`src/rtl/adt_cfg.svh`:
```
// Register map, field positions, reset values and timing figures of the
// acceleration result bank. Definitions only; included by the time base and the result bank.
`ifndef ADT_CFG_SVH
`define ADT_CFG_SVH

// Register indices (byte address is four times the index)
`define ADT_IDX_AUX_CH4_HIGH 6'h11
`define ADT_IDX_ACCEL_X_LOW 6'h12
`define ADT_IDX_ACCEL_X_HIGH 6'h13
`define ADT_IDX_ACCEL_Y_LOW 6'h14
`define ADT_IDX_ACCEL_Y_HIGH 6'h15
`define ADT_IDX_ACCEL_Z_LOW 6'h16
`define ADT_IDX_ACCEL_Z_HIGH 6'h17
`define ADT_IDX_TIME_BYTE0 6'h18
`define ADT_IDX_TIME_BYTE1 6'h19
`define ADT_IDX_TIME_BYTE2 6'h1a
`define ADT_IDX_EVENT_FLAGS 6'h1b
`define ADT_IDX_FEATURE_IRQ 6'h1c
`define ADT_IDX_DATA_STATUS 6'h30
`define ADT_IDX_IRQ_STATUS 6'h31
`define ADT_IDX_IRQ_ENABLE 6'h32
`define ADT_IDX_IRQ_CLEAR 6'h33
`define ADT_IDX_CONTROL 6'h34

// Reset values
`define ADT_DATA_RESET 8'h00
`define ADT_EVENT_RESET 8'h01
`define ADT_IRQ_EN_RESET 3'h0
`define ADT_TIME_RUN_RESET 1'b1

// Field positions
`define ADT_EVT_POR_BIT 0
`define ADT_STS_DRDY_AUX_BIT 5
`define ADT_STS_DRDY_ACC_BIT 7
`define ADT_IRQ_ACC_BIT 0
`define ADT_IRQ_AUX_BIT 1
`define ADT_IRQ_POR_BIT 2
`define ADT_IRQ_COUNT 3
`define ADT_CTL_SOFT_RESET_BIT 0
`define ADT_CTL_TIME_RUN_BIT 1

// Timing: one time count step and the bus clock period, both in picoseconds
`define ADT_TIME_STEP_PS 39062500
`define ADT_CLK_PERIOD_PS 8000

`endif

```
`src/rtl/adt_pkg.sv`:
```
// Shared types of the acceleration result bank.
// Assumes adt_cfg.svh for all figures; holds types only.
package adt_pkg;
   typedef logic [7:0] adt_byte_type;
   typedef logic [15:0] adt_sample_type;
   typedef logic [5:0] adt_index_type;
endpackage

```
`src/rtl/adt_time_base.sv`:
```
// Free-running sensor time counter with a fractional step generator.
// Assumes one clock domain and a synchronous clear pulse from the bank.
`timescale 1ns/1ps
`default_nettype none
`include "adt_cfg.svh"
module adt_time_base #(
   parameter int WIDTH = 24,
   parameter logic [31:0] STEP_PS = `ADT_TIME_STEP_PS,
   parameter logic [31:0] CLK_PS = `ADT_CLK_PERIOD_PS
) (
   // Clock and reset
   input wire logic pclk,
   input wire logic presetn,
   // Control
   input wire logic clear,
   input wire logic run,
   // Count
   output logic [WIDTH-1:0] count_r
);
   logic [31:0] phase_r, phase_nxt;
   logic [WIDTH-1:0] count_nxt;

   // Phase accumulator keeps the average step exact although the step is no
   // whole number of clock periods; jitter is one clock at most
   always_comb begin
      phase_nxt = phase_r;
      count_nxt = count_r;
      if (clear) begin
         phase_nxt = '0;
         count_nxt = '0;
      end else if (run) begin
         if (phase_r + CLK_PS >= STEP_PS) begin
            phase_nxt = phase_r + CLK_PS - STEP_PS;
            count_nxt = count_r + 1'b1;
         end else begin
            phase_nxt = phase_r + CLK_PS;
         end
      end
   end

   always_ff @(posedge pclk or negedge presetn) begin
      if (!presetn) begin
         phase_r <= '0;
         count_r <= '0;
      end else begin
         phase_r <= phase_nxt;
         count_r <= count_nxt;
      end
   end
endmodule
`default_nettype wire

```
`src/rtl/adt_irq_ctrl.sv`:
```
// Sticky interrupt status, enable mask and level interrupt output.
// Assumes event and write strobes are single-cycle pulses on pclk.
`timescale 1ns/1ps
`default_nettype none
module adt_irq_ctrl #(
   parameter int N = 3
) (
   // Clock and reset
   input wire logic pclk,
   input wire logic presetn,
   // Events and software access
   input wire logic [N-1:0] event_in,
   input wire logic clear_wr,
   input wire logic enable_wr,
   input wire logic [N-1:0] wr_data,
   // State and interrupt
   output logic [N-1:0] status_r,
   output logic [N-1:0] enable_r,
   output logic irq_r
);
   logic [N-1:0] status_nxt;
   logic [N-1:0] enable_nxt;
   logic irq_nxt;

   // Per bit: a new event wins over a clear in the same cycle
   for (genvar i = 0; i < N; i++) begin : g_bit
      always_comb begin
         status_nxt[i] = event_in[i] | (status_r[i] & ~(clear_wr & wr_data[i]));
      end
   end

   // Mask and level output are registered so the pin never glitches
   always_comb begin
      enable_nxt = enable_wr ? wr_data : enable_r;
      irq_nxt = |(status_nxt & enable_nxt);
   end

   always_ff @(posedge pclk or negedge presetn) begin
      if (!presetn) begin
         status_r <= '0;
         enable_r <= '0;
         irq_r <= 1'b0;
      end else begin
         status_r <= status_nxt;
         enable_r <= enable_nxt;
         irq_r <= irq_nxt;
      end
   end
endmodule
`default_nettype wire

```
`src/rtl/adt_result_bank.sv`:
```
// Result register bank: aux channel four upper byte, three acceleration
// samples, 24-bit sensor time and the power-on event flag, on an APB slave.
// Assumes samples and the soft reset request come from logic on pclk.
//
// The implementer's own choice: the APB register port.
`timescale 1ns/1ps
`default_nettype none
`include "adt_cfg.svh"
// Function
// - Aux channel four upper byte is read-only at 0x11, resets to zero.
// - X, Y, Z samples as read-only low/high byte pairs 0x12 to 0x17, reset zero.
// - 24-bit time counter read as bytes at 0x18, 0x19, 0x1A, reset zero.
// - Time counter advances one step every 39.0625 microseconds.
// - Power-on flag bit 0 set after reset or soft reset, cleared on read.
// - Event register at 0x1B resets to 0x01, bits 7 to 1 read zero.
// - Accelerometer data-ready clears when any accelerometer data register is read.
module adt_result_bank #(
   parameter logic [31:0] TIME_STEP_PS = `ADT_TIME_STEP_PS,
   parameter logic [31:0] CLK_PERIOD_PS = `ADT_CLK_PERIOD_PS,
   parameter int TIME_WIDTH = 24
) (
   // Clock and reset
   input wire logic pclk,
   input wire logic presetn,
   // APB slave
   input wire logic psel,
   input wire logic penable,
   input wire logic pwrite,
   input wire logic [7:0] paddr,
   input wire logic [31:0] pwdata,
   input wire logic [3:0] pstrb,
   output logic [31:0] prdata,
   output logic pready,
   output logic pslverr,
   // Sample sources, feature flags and soft reset request from the sensor core
   input wire logic [15:0] accel_x_in,
   input wire logic [15:0] accel_y_in,
   input wire logic [15:0] accel_z_in,
   input wire logic accel_valid,
   input wire logic [15:0] aux_ch4_in,
   input wire logic aux_valid,
   input wire logic [7:0] feature_irq_in,
   input wire logic soft_reset_req,
   // Interrupt
   output logic irq
);
   // Bus handshake state
   logic pready_r, pready_nxt;
   logic pslverr_r, pslverr_nxt;
   logic [31:0] prdata_r, prdata_nxt;

   // Data state
   adt_pkg::adt_byte_type aux_hi_r, aux_hi_nxt;
   adt_pkg::adt_sample_type acc_r [3];
   adt_pkg::adt_sample_type acc_nxt [3];
   adt_pkg::adt_byte_type acc_shadow_r [3];
   adt_pkg::adt_byte_type acc_shadow_nxt [3];
   logic [2:0] acc_lock_r, acc_lock_nxt;
   logic [15:0] time_shadow_r, time_shadow_nxt;
   logic time_lock_r, time_lock_nxt;
   logic drdy_acc_r, drdy_acc_nxt;
   logic drdy_aux_r, drdy_aux_nxt;
   logic por_r, por_nxt;
   logic time_run_r, time_run_nxt;

   // Decode and events
   adt_pkg::adt_index_type idx;
   logic aligned, hit, writable, dec_err;
   logic xfer_done, rd_done, wr_done;
   logic soft_rst;
   logic acc_read, aux_read, event_read;
   logic [TIME_WIDTH-1:0] time_count;
   logic [`ADT_IRQ_COUNT-1:0] irq_events, irq_status, irq_enable;
   logic irq_clear_wr, irq_enable_wr;
   logic irq_r;
   adt_pkg::adt_byte_type rd_byte;

   // Register index from a word address; byte offsets inside a word are refused
   assign idx = paddr[7:2];
   assign aligned = (paddr[1:0] == 2'b00);

   // A transfer completes on the edge that sees pready high in the access phase
   assign xfer_done = psel & penable & pready_r;
   assign rd_done = xfer_done & ~pwrite & ~dec_err;
   assign wr_done = xfer_done & pwrite & ~dec_err & pstrb[0];

   // Read side effects only on the completing edge, so wait states cost nothing
   assign acc_read = rd_done && idx >= `ADT_IDX_ACCEL_X_LOW && idx <= `ADT_IDX_ACCEL_Z_HIGH;
   assign aux_read = rd_done && idx == `ADT_IDX_AUX_CH4_HIGH;
   assign event_read = rd_done && idx == `ADT_IDX_EVENT_FLAGS;

   // Soft reset from the core or from the control register
   assign soft_rst = soft_reset_req |
      (wr_done && idx == `ADT_IDX_CONTROL && pwdata[`ADT_CTL_SOFT_RESET_BIT]);

   // Interrupt register strobes
   assign irq_clear_wr = wr_done && idx == `ADT_IDX_IRQ_CLEAR;
   assign irq_enable_wr = wr_done && idx == `ADT_IDX_IRQ_ENABLE;

   // Interrupt sources: new samples and a fresh power-on event
   always_comb begin
      irq_events = '0;
      irq_events[`ADT_IRQ_ACC_BIT] = accel_valid;
      irq_events[`ADT_IRQ_AUX_BIT] = aux_valid;
      irq_events[`ADT_IRQ_POR_BIT] = soft_rst;
   end

   // Read multiplexer and address check
   always_comb begin
      rd_byte = `ADT_DATA_RESET;
      hit = 1'b1;
      writable = 1'b0;
      case (idx)
         `ADT_IDX_AUX_CH4_HIGH: rd_byte = aux_hi_r;
         `ADT_IDX_ACCEL_X_LOW: rd_byte = acc_r[0][7:0];
         `ADT_IDX_ACCEL_X_HIGH: rd_byte = acc_lock_r[0] ? acc_shadow_r[0] : acc_r[0][15:8];
         `ADT_IDX_ACCEL_Y_LOW: rd_byte = acc_r[1][7:0];
         `ADT_IDX_ACCEL_Y_HIGH: rd_byte = acc_lock_r[1] ? acc_shadow_r[1] : acc_r[1][15:8];
         `ADT_IDX_ACCEL_Z_LOW: rd_byte = acc_r[2][7:0];
         `ADT_IDX_ACCEL_Z_HIGH: rd_byte = acc_lock_r[2] ? acc_shadow_r[2] : acc_r[2][15:8];
         `ADT_IDX_TIME_BYTE0: rd_byte = time_count[7:0];
         `ADT_IDX_TIME_BYTE1: rd_byte = time_lock_r ? time_shadow_r[7:0] : time_count[15:8];
         `ADT_IDX_TIME_BYTE2: rd_byte = time_lock_r ? time_shadow_r[15:8] : time_count[23:16];
         `ADT_IDX_EVENT_FLAGS: begin
            rd_byte[`ADT_EVT_POR_BIT] = por_r;
         end
         `ADT_IDX_FEATURE_IRQ: rd_byte = feature_irq_in;
         `ADT_IDX_DATA_STATUS: begin
            rd_byte[`ADT_STS_DRDY_ACC_BIT] = drdy_acc_r;
            rd_byte[`ADT_STS_DRDY_AUX_BIT] = drdy_aux_r;
         end
         `ADT_IDX_IRQ_STATUS: rd_byte[`ADT_IRQ_COUNT-1:0] = irq_status;
         `ADT_IDX_IRQ_ENABLE: begin
            rd_byte[`ADT_IRQ_COUNT-1:0] = irq_enable;
            writable = 1'b1;
         end
         `ADT_IDX_IRQ_CLEAR: writable = 1'b1;
         `ADT_IDX_CONTROL: begin
            rd_byte[`ADT_CTL_TIME_RUN_BIT] = time_run_r;
            writable = 1'b1;
         end
         default: hit = 1'b0;
      endcase
      // Writes to read-only results are refused with an error, not dropped silently
      dec_err = ~aligned | ~hit | (pwrite & ~writable);
   end

   // APB answer: one wait state, data and error registered with pready
   always_comb begin
      pready_nxt = psel & penable & ~pready_r;
      pslverr_nxt = 1'b0;
      prdata_nxt = prdata_r;
      if (psel && penable && !pready_r) begin
         pslverr_nxt = dec_err;
         prdata_nxt = (pwrite || dec_err) ? 32'h0000_0000 : {24'h00_0000, rd_byte};
      end
   end

   always_ff @(posedge pclk or negedge presetn) begin
      if (!presetn) begin
         pready_r <= 1'b0;
         pslverr_r <= 1'b0;
         prdata_r <= 32'h0000_0000;
      end else begin
         pready_r <= pready_nxt;
         pslverr_r <= pslverr_nxt;
         prdata_r <= prdata_nxt;
      end
   end

   // Sample capture and burst coherence
   always_comb begin
      aux_hi_nxt = aux_hi_r;
      acc_lock_nxt = acc_lock_r;
      time_shadow_nxt = time_shadow_r;
      time_lock_nxt = time_lock_r;
      for (int k = 0; k < 3; k++) begin
         acc_nxt[k] = acc_r[k];
         acc_shadow_nxt[k] = acc_shadow_r[k];
      end
      if (aux_valid) begin
         aux_hi_nxt = aux_ch4_in[15:8];
      end
      if (accel_valid) begin
         acc_nxt[0] = accel_x_in;
         acc_nxt[1] = accel_y_in;
         acc_nxt[2] = accel_z_in;
      end
      // Low-byte read freezes the matching upper byte until it is read
      for (int k = 0; k < 3; k++) begin
         if (rd_done && idx == `ADT_IDX_ACCEL_X_LOW + 6'(2 * k)) begin
            acc_shadow_nxt[k] = acc_r[k][15:8];
            acc_lock_nxt[k] = 1'b1;
         end else if (rd_done && idx == `ADT_IDX_ACCEL_X_HIGH + 6'(2 * k)) begin
            acc_lock_nxt[k] = 1'b0;
         end
      end
      // Time byte 0 read freezes bytes 1 and 2; byte 2 read ends the burst
      if (rd_done && idx == `ADT_IDX_TIME_BYTE0) begin
         time_shadow_nxt = time_count[23:8];
         time_lock_nxt = 1'b1;
      end else if (rd_done && idx == `ADT_IDX_TIME_BYTE2) begin
         time_lock_nxt = 1'b0;
      end
      // Soft reset returns every result to its reset value
      if (soft_rst) begin
         aux_hi_nxt = `ADT_DATA_RESET;
         acc_lock_nxt = 3'h0;
         time_lock_nxt = 1'b0;
         for (int k = 0; k < 3; k++) begin
            acc_nxt[k] = 16'h0000;
         end
      end
   end

   always_ff @(posedge pclk or negedge presetn) begin
      if (!presetn) begin
         aux_hi_r <= `ADT_DATA_RESET;
         acc_lock_r <= 3'h0;
         time_shadow_r <= 16'h0000;
         time_lock_r <= 1'b0;
         for (int k = 0; k < 3; k++) begin
            acc_r[k] <= 16'h0000;
            acc_shadow_r[k] <= `ADT_DATA_RESET;
         end
      end else begin
         aux_hi_r <= aux_hi_nxt;
         acc_lock_r <= acc_lock_nxt;
         time_shadow_r <= time_shadow_nxt;
         time_lock_r <= time_lock_nxt;
         for (int k = 0; k < 3; k++) begin
            acc_r[k] <= acc_nxt[k];
            acc_shadow_r[k] <= acc_shadow_nxt[k];
         end
      end
   end

   // Flags: a setting event in the clearing cycle wins, so none is lost
   always_comb begin
      drdy_acc_nxt = accel_valid | (drdy_acc_r & ~acc_read);
      drdy_aux_nxt = aux_valid | (drdy_aux_r & ~aux_read);
      por_nxt = soft_rst | (por_r & ~event_read);
      time_run_nxt = time_run_r;
      if (wr_done && idx == `ADT_IDX_CONTROL) begin
         time_run_nxt = pwdata[`ADT_CTL_TIME_RUN_BIT];
      end
   end

   always_ff @(posedge pclk or negedge presetn) begin
      if (!presetn) begin
         drdy_acc_r <= 1'b0;
         drdy_aux_r <= 1'b0;
         por_r <= 1'(`ADT_EVENT_RESET);
         time_run_r <= `ADT_TIME_RUN_RESET;
      end else begin
         drdy_acc_r <= drdy_acc_nxt;
         drdy_aux_r <= drdy_aux_nxt;
         por_r <= por_nxt;
         time_run_r <= time_run_nxt;
      end
   end

   // Sensor time base; cleared by soft reset
   adt_time_base #(
      .WIDTH(TIME_WIDTH),
      .STEP_PS(TIME_STEP_PS),
      .CLK_PS(CLK_PERIOD_PS)
   ) u_time (
      .pclk(pclk),
      .presetn(presetn),
      .clear(soft_rst),
      .run(time_run_r),
      .count_r(time_count)
   );

   // Interrupt status, mask and level output
   adt_irq_ctrl #(
      .N(`ADT_IRQ_COUNT)
   ) u_irq (
      .pclk(pclk),
      .presetn(presetn),
      .event_in(irq_events),
      .clear_wr(irq_clear_wr),
      .enable_wr(irq_enable_wr),
      .wr_data(pwdata[`ADT_IRQ_COUNT-1:0]),
      .status_r(irq_status),
      .enable_r(irq_enable),
      .irq_r(irq_r)
   );

   // Outputs straight from flip-flops
   assign prdata = prdata_r;
   assign pready = pready_r;
   assign pslverr = pslverr_r;
   assign irq = irq_r;
endmodule
`default_nettype wire

```
`config.mk`:
```
export PLATFORM = sky130hd
export DESIGN_NAME = adt_result_bank
export DESIGN_NICKNAME = d
export VERILOG_FILES = /design/src/rtl/adt_pkg.sv /design/src/rtl/adt_time_base.sv /design/src/rtl/adt_irq_ctrl.sv /design/src/rtl/adt_result_bank.sv
export VERILOG_INCLUDE_DIRS = /design/src /design/src/rtl
export SDC_FILE = /design/constraint.sdc
export NUM_CORES = 1
export LEC_CHECK = 0
export ABC_AREA = 1
export BUFFER_PORTS_ARGS = -buffer_cell sky130_fd_sc_hd__buf_4
export CAP_MARGIN = 15
export CORE_MARGIN = 4
export CORE_UTILIZATION = 30
export DETAILED_ROUTE_END_ITERATION = 12
export MAX_ROUTING_LAYER = met4
export PLACE_DENSITY = 0.44
export SLEW_MARGIN = 20
export SYNTH_ARGS = -nofsm -noshare
export SYNTH_HDL_FRONTEND = slang
export SYNTH_SLANG_ARGS = --single-unit
```
`constraint.sdc`:
```
create_clock -name pclk -period 5 [get_ports pclk]
set_clock_uncertainty 0.15 [all_clocks]
set_input_delay 0.25 -clock pclk [delete_from_list [all_inputs] [get_ports pclk]]
set_output_delay 0.25 -clock pclk [all_outputs]
set_load 0.02 [all_outputs]
```
==> impl_metrics.toml <==
[timing]
setup-violations-final = 0
slew_headroom_pct = 37.8
worstMarginPinSlew_ps = 931
min_period_ps = 3670
fmax_mhz = 272
rsz0062_at_grt = "no"
finalSetupTns_ps = 0
hold_viol = 0
finalMaxSlewViolations = 0
period_share_pct = 73.4

[global_route]
grt_max_degree = 91
grt_overflow = 0
grt_first_pass_wirelength_mm = 60.2
grt_pass1_vias = 10377
grt_use_total_pct = 20.1
antenna_found_initial = 0

[power]
power_frac_comb_pct = 8.9
power_density_mw_per_mm2 = 239
power.switching_mw = 0.851
switching_share_pct = 26.7
internal_power_mw = 2.34
p_leak_nw = 6.11
clock_power_share_pct = 45.5
peakVddDrop_mv = 0.231
power_mw = 3.19
p_seq_share_pct = 45.6

[final_layout]
diodes = 0
layout_commonest_cell = "nand2_1"
area_delta_synth_final_pct = 21.1
layout.nets = 1855
final_cell_mix = "421 x nand2_1, 180 x inv_1, 173 x dfrtp_1"
final_layout_size_suffix_gt1_share_pct = 11.7
utilization_pct = 37.2

[die]
initial_core_util_pct = 30.7
io_pins = 159
dieWidth_um = 200
rows = 69
dieArea_mm2 = 0.0399
dieHeight_um = 200
core_mm2 = 0.0359

[logic_synthesis]
syn_avg_cell_area_um2 = 6.96
synthXorXnorAreaFrac_pct = 2.38
synth_top_family_by_area = "simple AND/OR/NAND/NOR gates"
yosysWarnings = 0
async_flop_share_pct = 100
synth-simple-area-share_pct = 33.1
syn_area_mm2 = 0.0110
synth-edff-count = 0
yosys-mux-area-fraction_pct = 0
synth.yosys.seq_area_share_pct = 39.7
synth-adder-area-share_pct = 0.567
synth_compound_area_share_pct = 13.7
synth_cell_types = 44
ys_ff_latch = 175
syn_inst = 1585
ys.flop_type = "dfrtp_1"

[setup_path]
path_cells = "buf_4, inv_1, nand2_1, nor2_2, nand2_1, nand2_1, nor2_1, nand3_1, nand3_1, nor2_2, nand3_1, nand2_1, inv_2, buf_4, nand3_1, dlygate4sd3_1, o21ai_0"
worstPathMaxFanout = 53
start_kind = "input pin"
cp_top_family = "simple AND/OR/NAND/NOR gates"
r2r-end = "aux_hi_r[7]$_DFFE_PN0P_"
path_buf_inv = 5
cpPeakStageDelay_ps = 550
critPathSlowestCell = "nand2_1"
crit-reg2reg-launch = "pready$_DFF_PN0_"
reg2reg_depth = 11
arrival_ps = 3850
required_ps = 5180
worstSetupPathType = "input pin to flop"
r2r_slack_ps = 1350
end_kind = "flop"

[route]
num_vias = 10604
drt_iter0_drc = 562
wl_per_cell_um = 17.1
drc = 0
vias_per_cell = 4.82
routed_wl_mm = 37.6
drt_first_pass_iters = 5
antenna_left = 0

[clock_network]
post-cts-setup-buffers = 0
htree_levels = 4
clock_sinks = 175
worstSkewPairLatency_ps = 450
cts_inserted_buffers = 17
post_cts_resized = 0
clk_pin_slew_ps = 80
hold_buffers = 68
clock_path_buffers = 2
clockRootBuffer = "clkbuf_16"
cts_tree = "built"

[job]
cap_viol_max_count = 0

[placed_design]
io_buffer_count = 94
place_hpwl_mm = 27.9
routabilityCongestion = 0.920

[worst_hold_path]
holdCritPathClass = "input pin to flop"
min-delay-start = "aux_valid"
min_to = "aux_hi_r[0]$_DFFE_PN0P_"
hold_depth = 3

[run_status]
outcome = "completed"
## how the worst max path moves through the flow
| stage | from | end | cells past startpoint |
|---|---|---|---|
| floorplan | u_time.phase_r[6]$_DFFE_PN0P_ | u_time.count_r[19]$_DFFE_PN0P_ | 21 |
| global placement | paddr[5] | acc_r[22]$_DFFE_PN0P_ | 16 |
| detailed placement | paddr[5] | acc_r[36]$_DFFE_PN0P_ | 16 |
| CTS | pready$_DFF_PN0_ | aux_hi_r[7]$_DFFE_PN0P_ | 11 |
| global route | pready$_DFF_PN0_ | aux_hi_r[5]$_DFFE_PN0P_ | 11 |
| finish | paddr[5] | aux_hi_r[7]$_DFFE_PN0P_ | 17 |
## worst reg2reg max path: stages (launching register included)
cell and delay, ps:
dfrtp_1 520, nand3_1 130, inv_1 150, nand3_1 120
nor2_2 330, nand3_1 140, nand2_1 550, inv_2 280
buf_4 380, nand3_1 160, dlygate4sd3_1 550, o21ai_0 80
## power by group through the flow
stage | sequential [mW] | clock (mW) | combinational [mW]
CTS | 1.45 | 1.50 | 0.290
global route | 1.46 | 1.55 | 0.320
global placement | 1.48 | 0 | 0.246
detailed placement | 1.48 | 0 | 0.248
finish | 1.45 | 1.45 | 0.285
floorplan | 1.48 | 0 | 0.130
## metal layers
| layer | global-route usage [%] | share of wire (%) | vias up |
|---|---|---|---|
| met4 | 3.92 | 1.4 | 0 |
| met2 | 32.3 | 47 | 212 |
| met3 | 2.66 | 3.2 | 34 |
| met5 | - | 0 | - |
| met1 | 27.4 | 48 | 4962 |
| li1 | - | - | 5396 |
## synth_stat cells, types with 3 or more instances
library cell  number  area, um^2
nand2_1          421        1580
inv_1            180         676
dfrtp_1          173        4330
nand3_1          164         821
o21ai_0          153         766
nor2_1           142         533
a21oi_1           58         290
xor2_1            30         263
nand4_1           28         175
buf_4             25         188
buf_2             21         105
nor3_1            21         105
clkbuf_1          19        71.3
nand2_2           15        93.8
inv_2             14        52.6
nor2_2            14        87.6
o21ai_1           13        65.1
o21ai_2           10        87.6
nand3b_1           9        67.6
o211ai_1           9        67.6
o22ai_1            8        50.1
nor4_1             7        43.8
a211oi_1           5        37.5
a221oi_1           5        43.8
ha_1               5        62.6
nor2_4             4        45.0
buf_1              3        11.3
buf_6              3        33.8
nand2_4            3        33.8
nand3_2            3        30.0
o2111ai_1          3        26.3
## stage by stage
| step | instance area (um^2) | std cells | worst slack [ps] | hold slack, ps |
|---|---|---|---|---|
| final | 13400 | 2200 | 1330 | 15.0 |
| after global routing | 13400 | 2200 | 1060 | 27.9 |
| after CTS | 13400 | 2200 | 1300 | 10.6 |
| after detailed placement | 12100 | 2100 | 1250 | 238 |
| after global placement | 12100 | 2100 | 1310 | 241 |
| after floorplan | 11100 | 1608 | 2530 | -196 |
## sequential cells by signal (all words and copies together) (netlist names), 3 cells and up
name            cells
acc_lock_r          3
u_time.count_r     24
u_irq.status_r      3
prdata              8
u_time.phase_r     30
u_irq.enable_r      3
time_shadow_r      16
aux_hi_r            8
acc_shadow_r       24
acc_r              48
## kinds of logic (layout without fill, tap and decap cells)
logic type               count (synthesis)  after routing
flip-flops                             175            175
AO/OA/AOI/OAI                          273            273
buffers and inverters                  267            398
AND/OR/NAND/NOR                        834            834
other                                    1             24
adder cells (fa/ha/maj)                  5              5
XOR/XNOR                                30             30
## cell type report
type                            instances  area [um^2]
Fill cell                            3851        22600
Sequential cell                       175         4380
Clock buffer                           19          453
Timing Repair Buffer                  171         1460
Tap cell                              461          577
Inverter                              195          732
Clock inverter                         13          170
Multi-Input combinational cell       1166         5580
No activity file was read; power rests on OpenSTA's default activity.
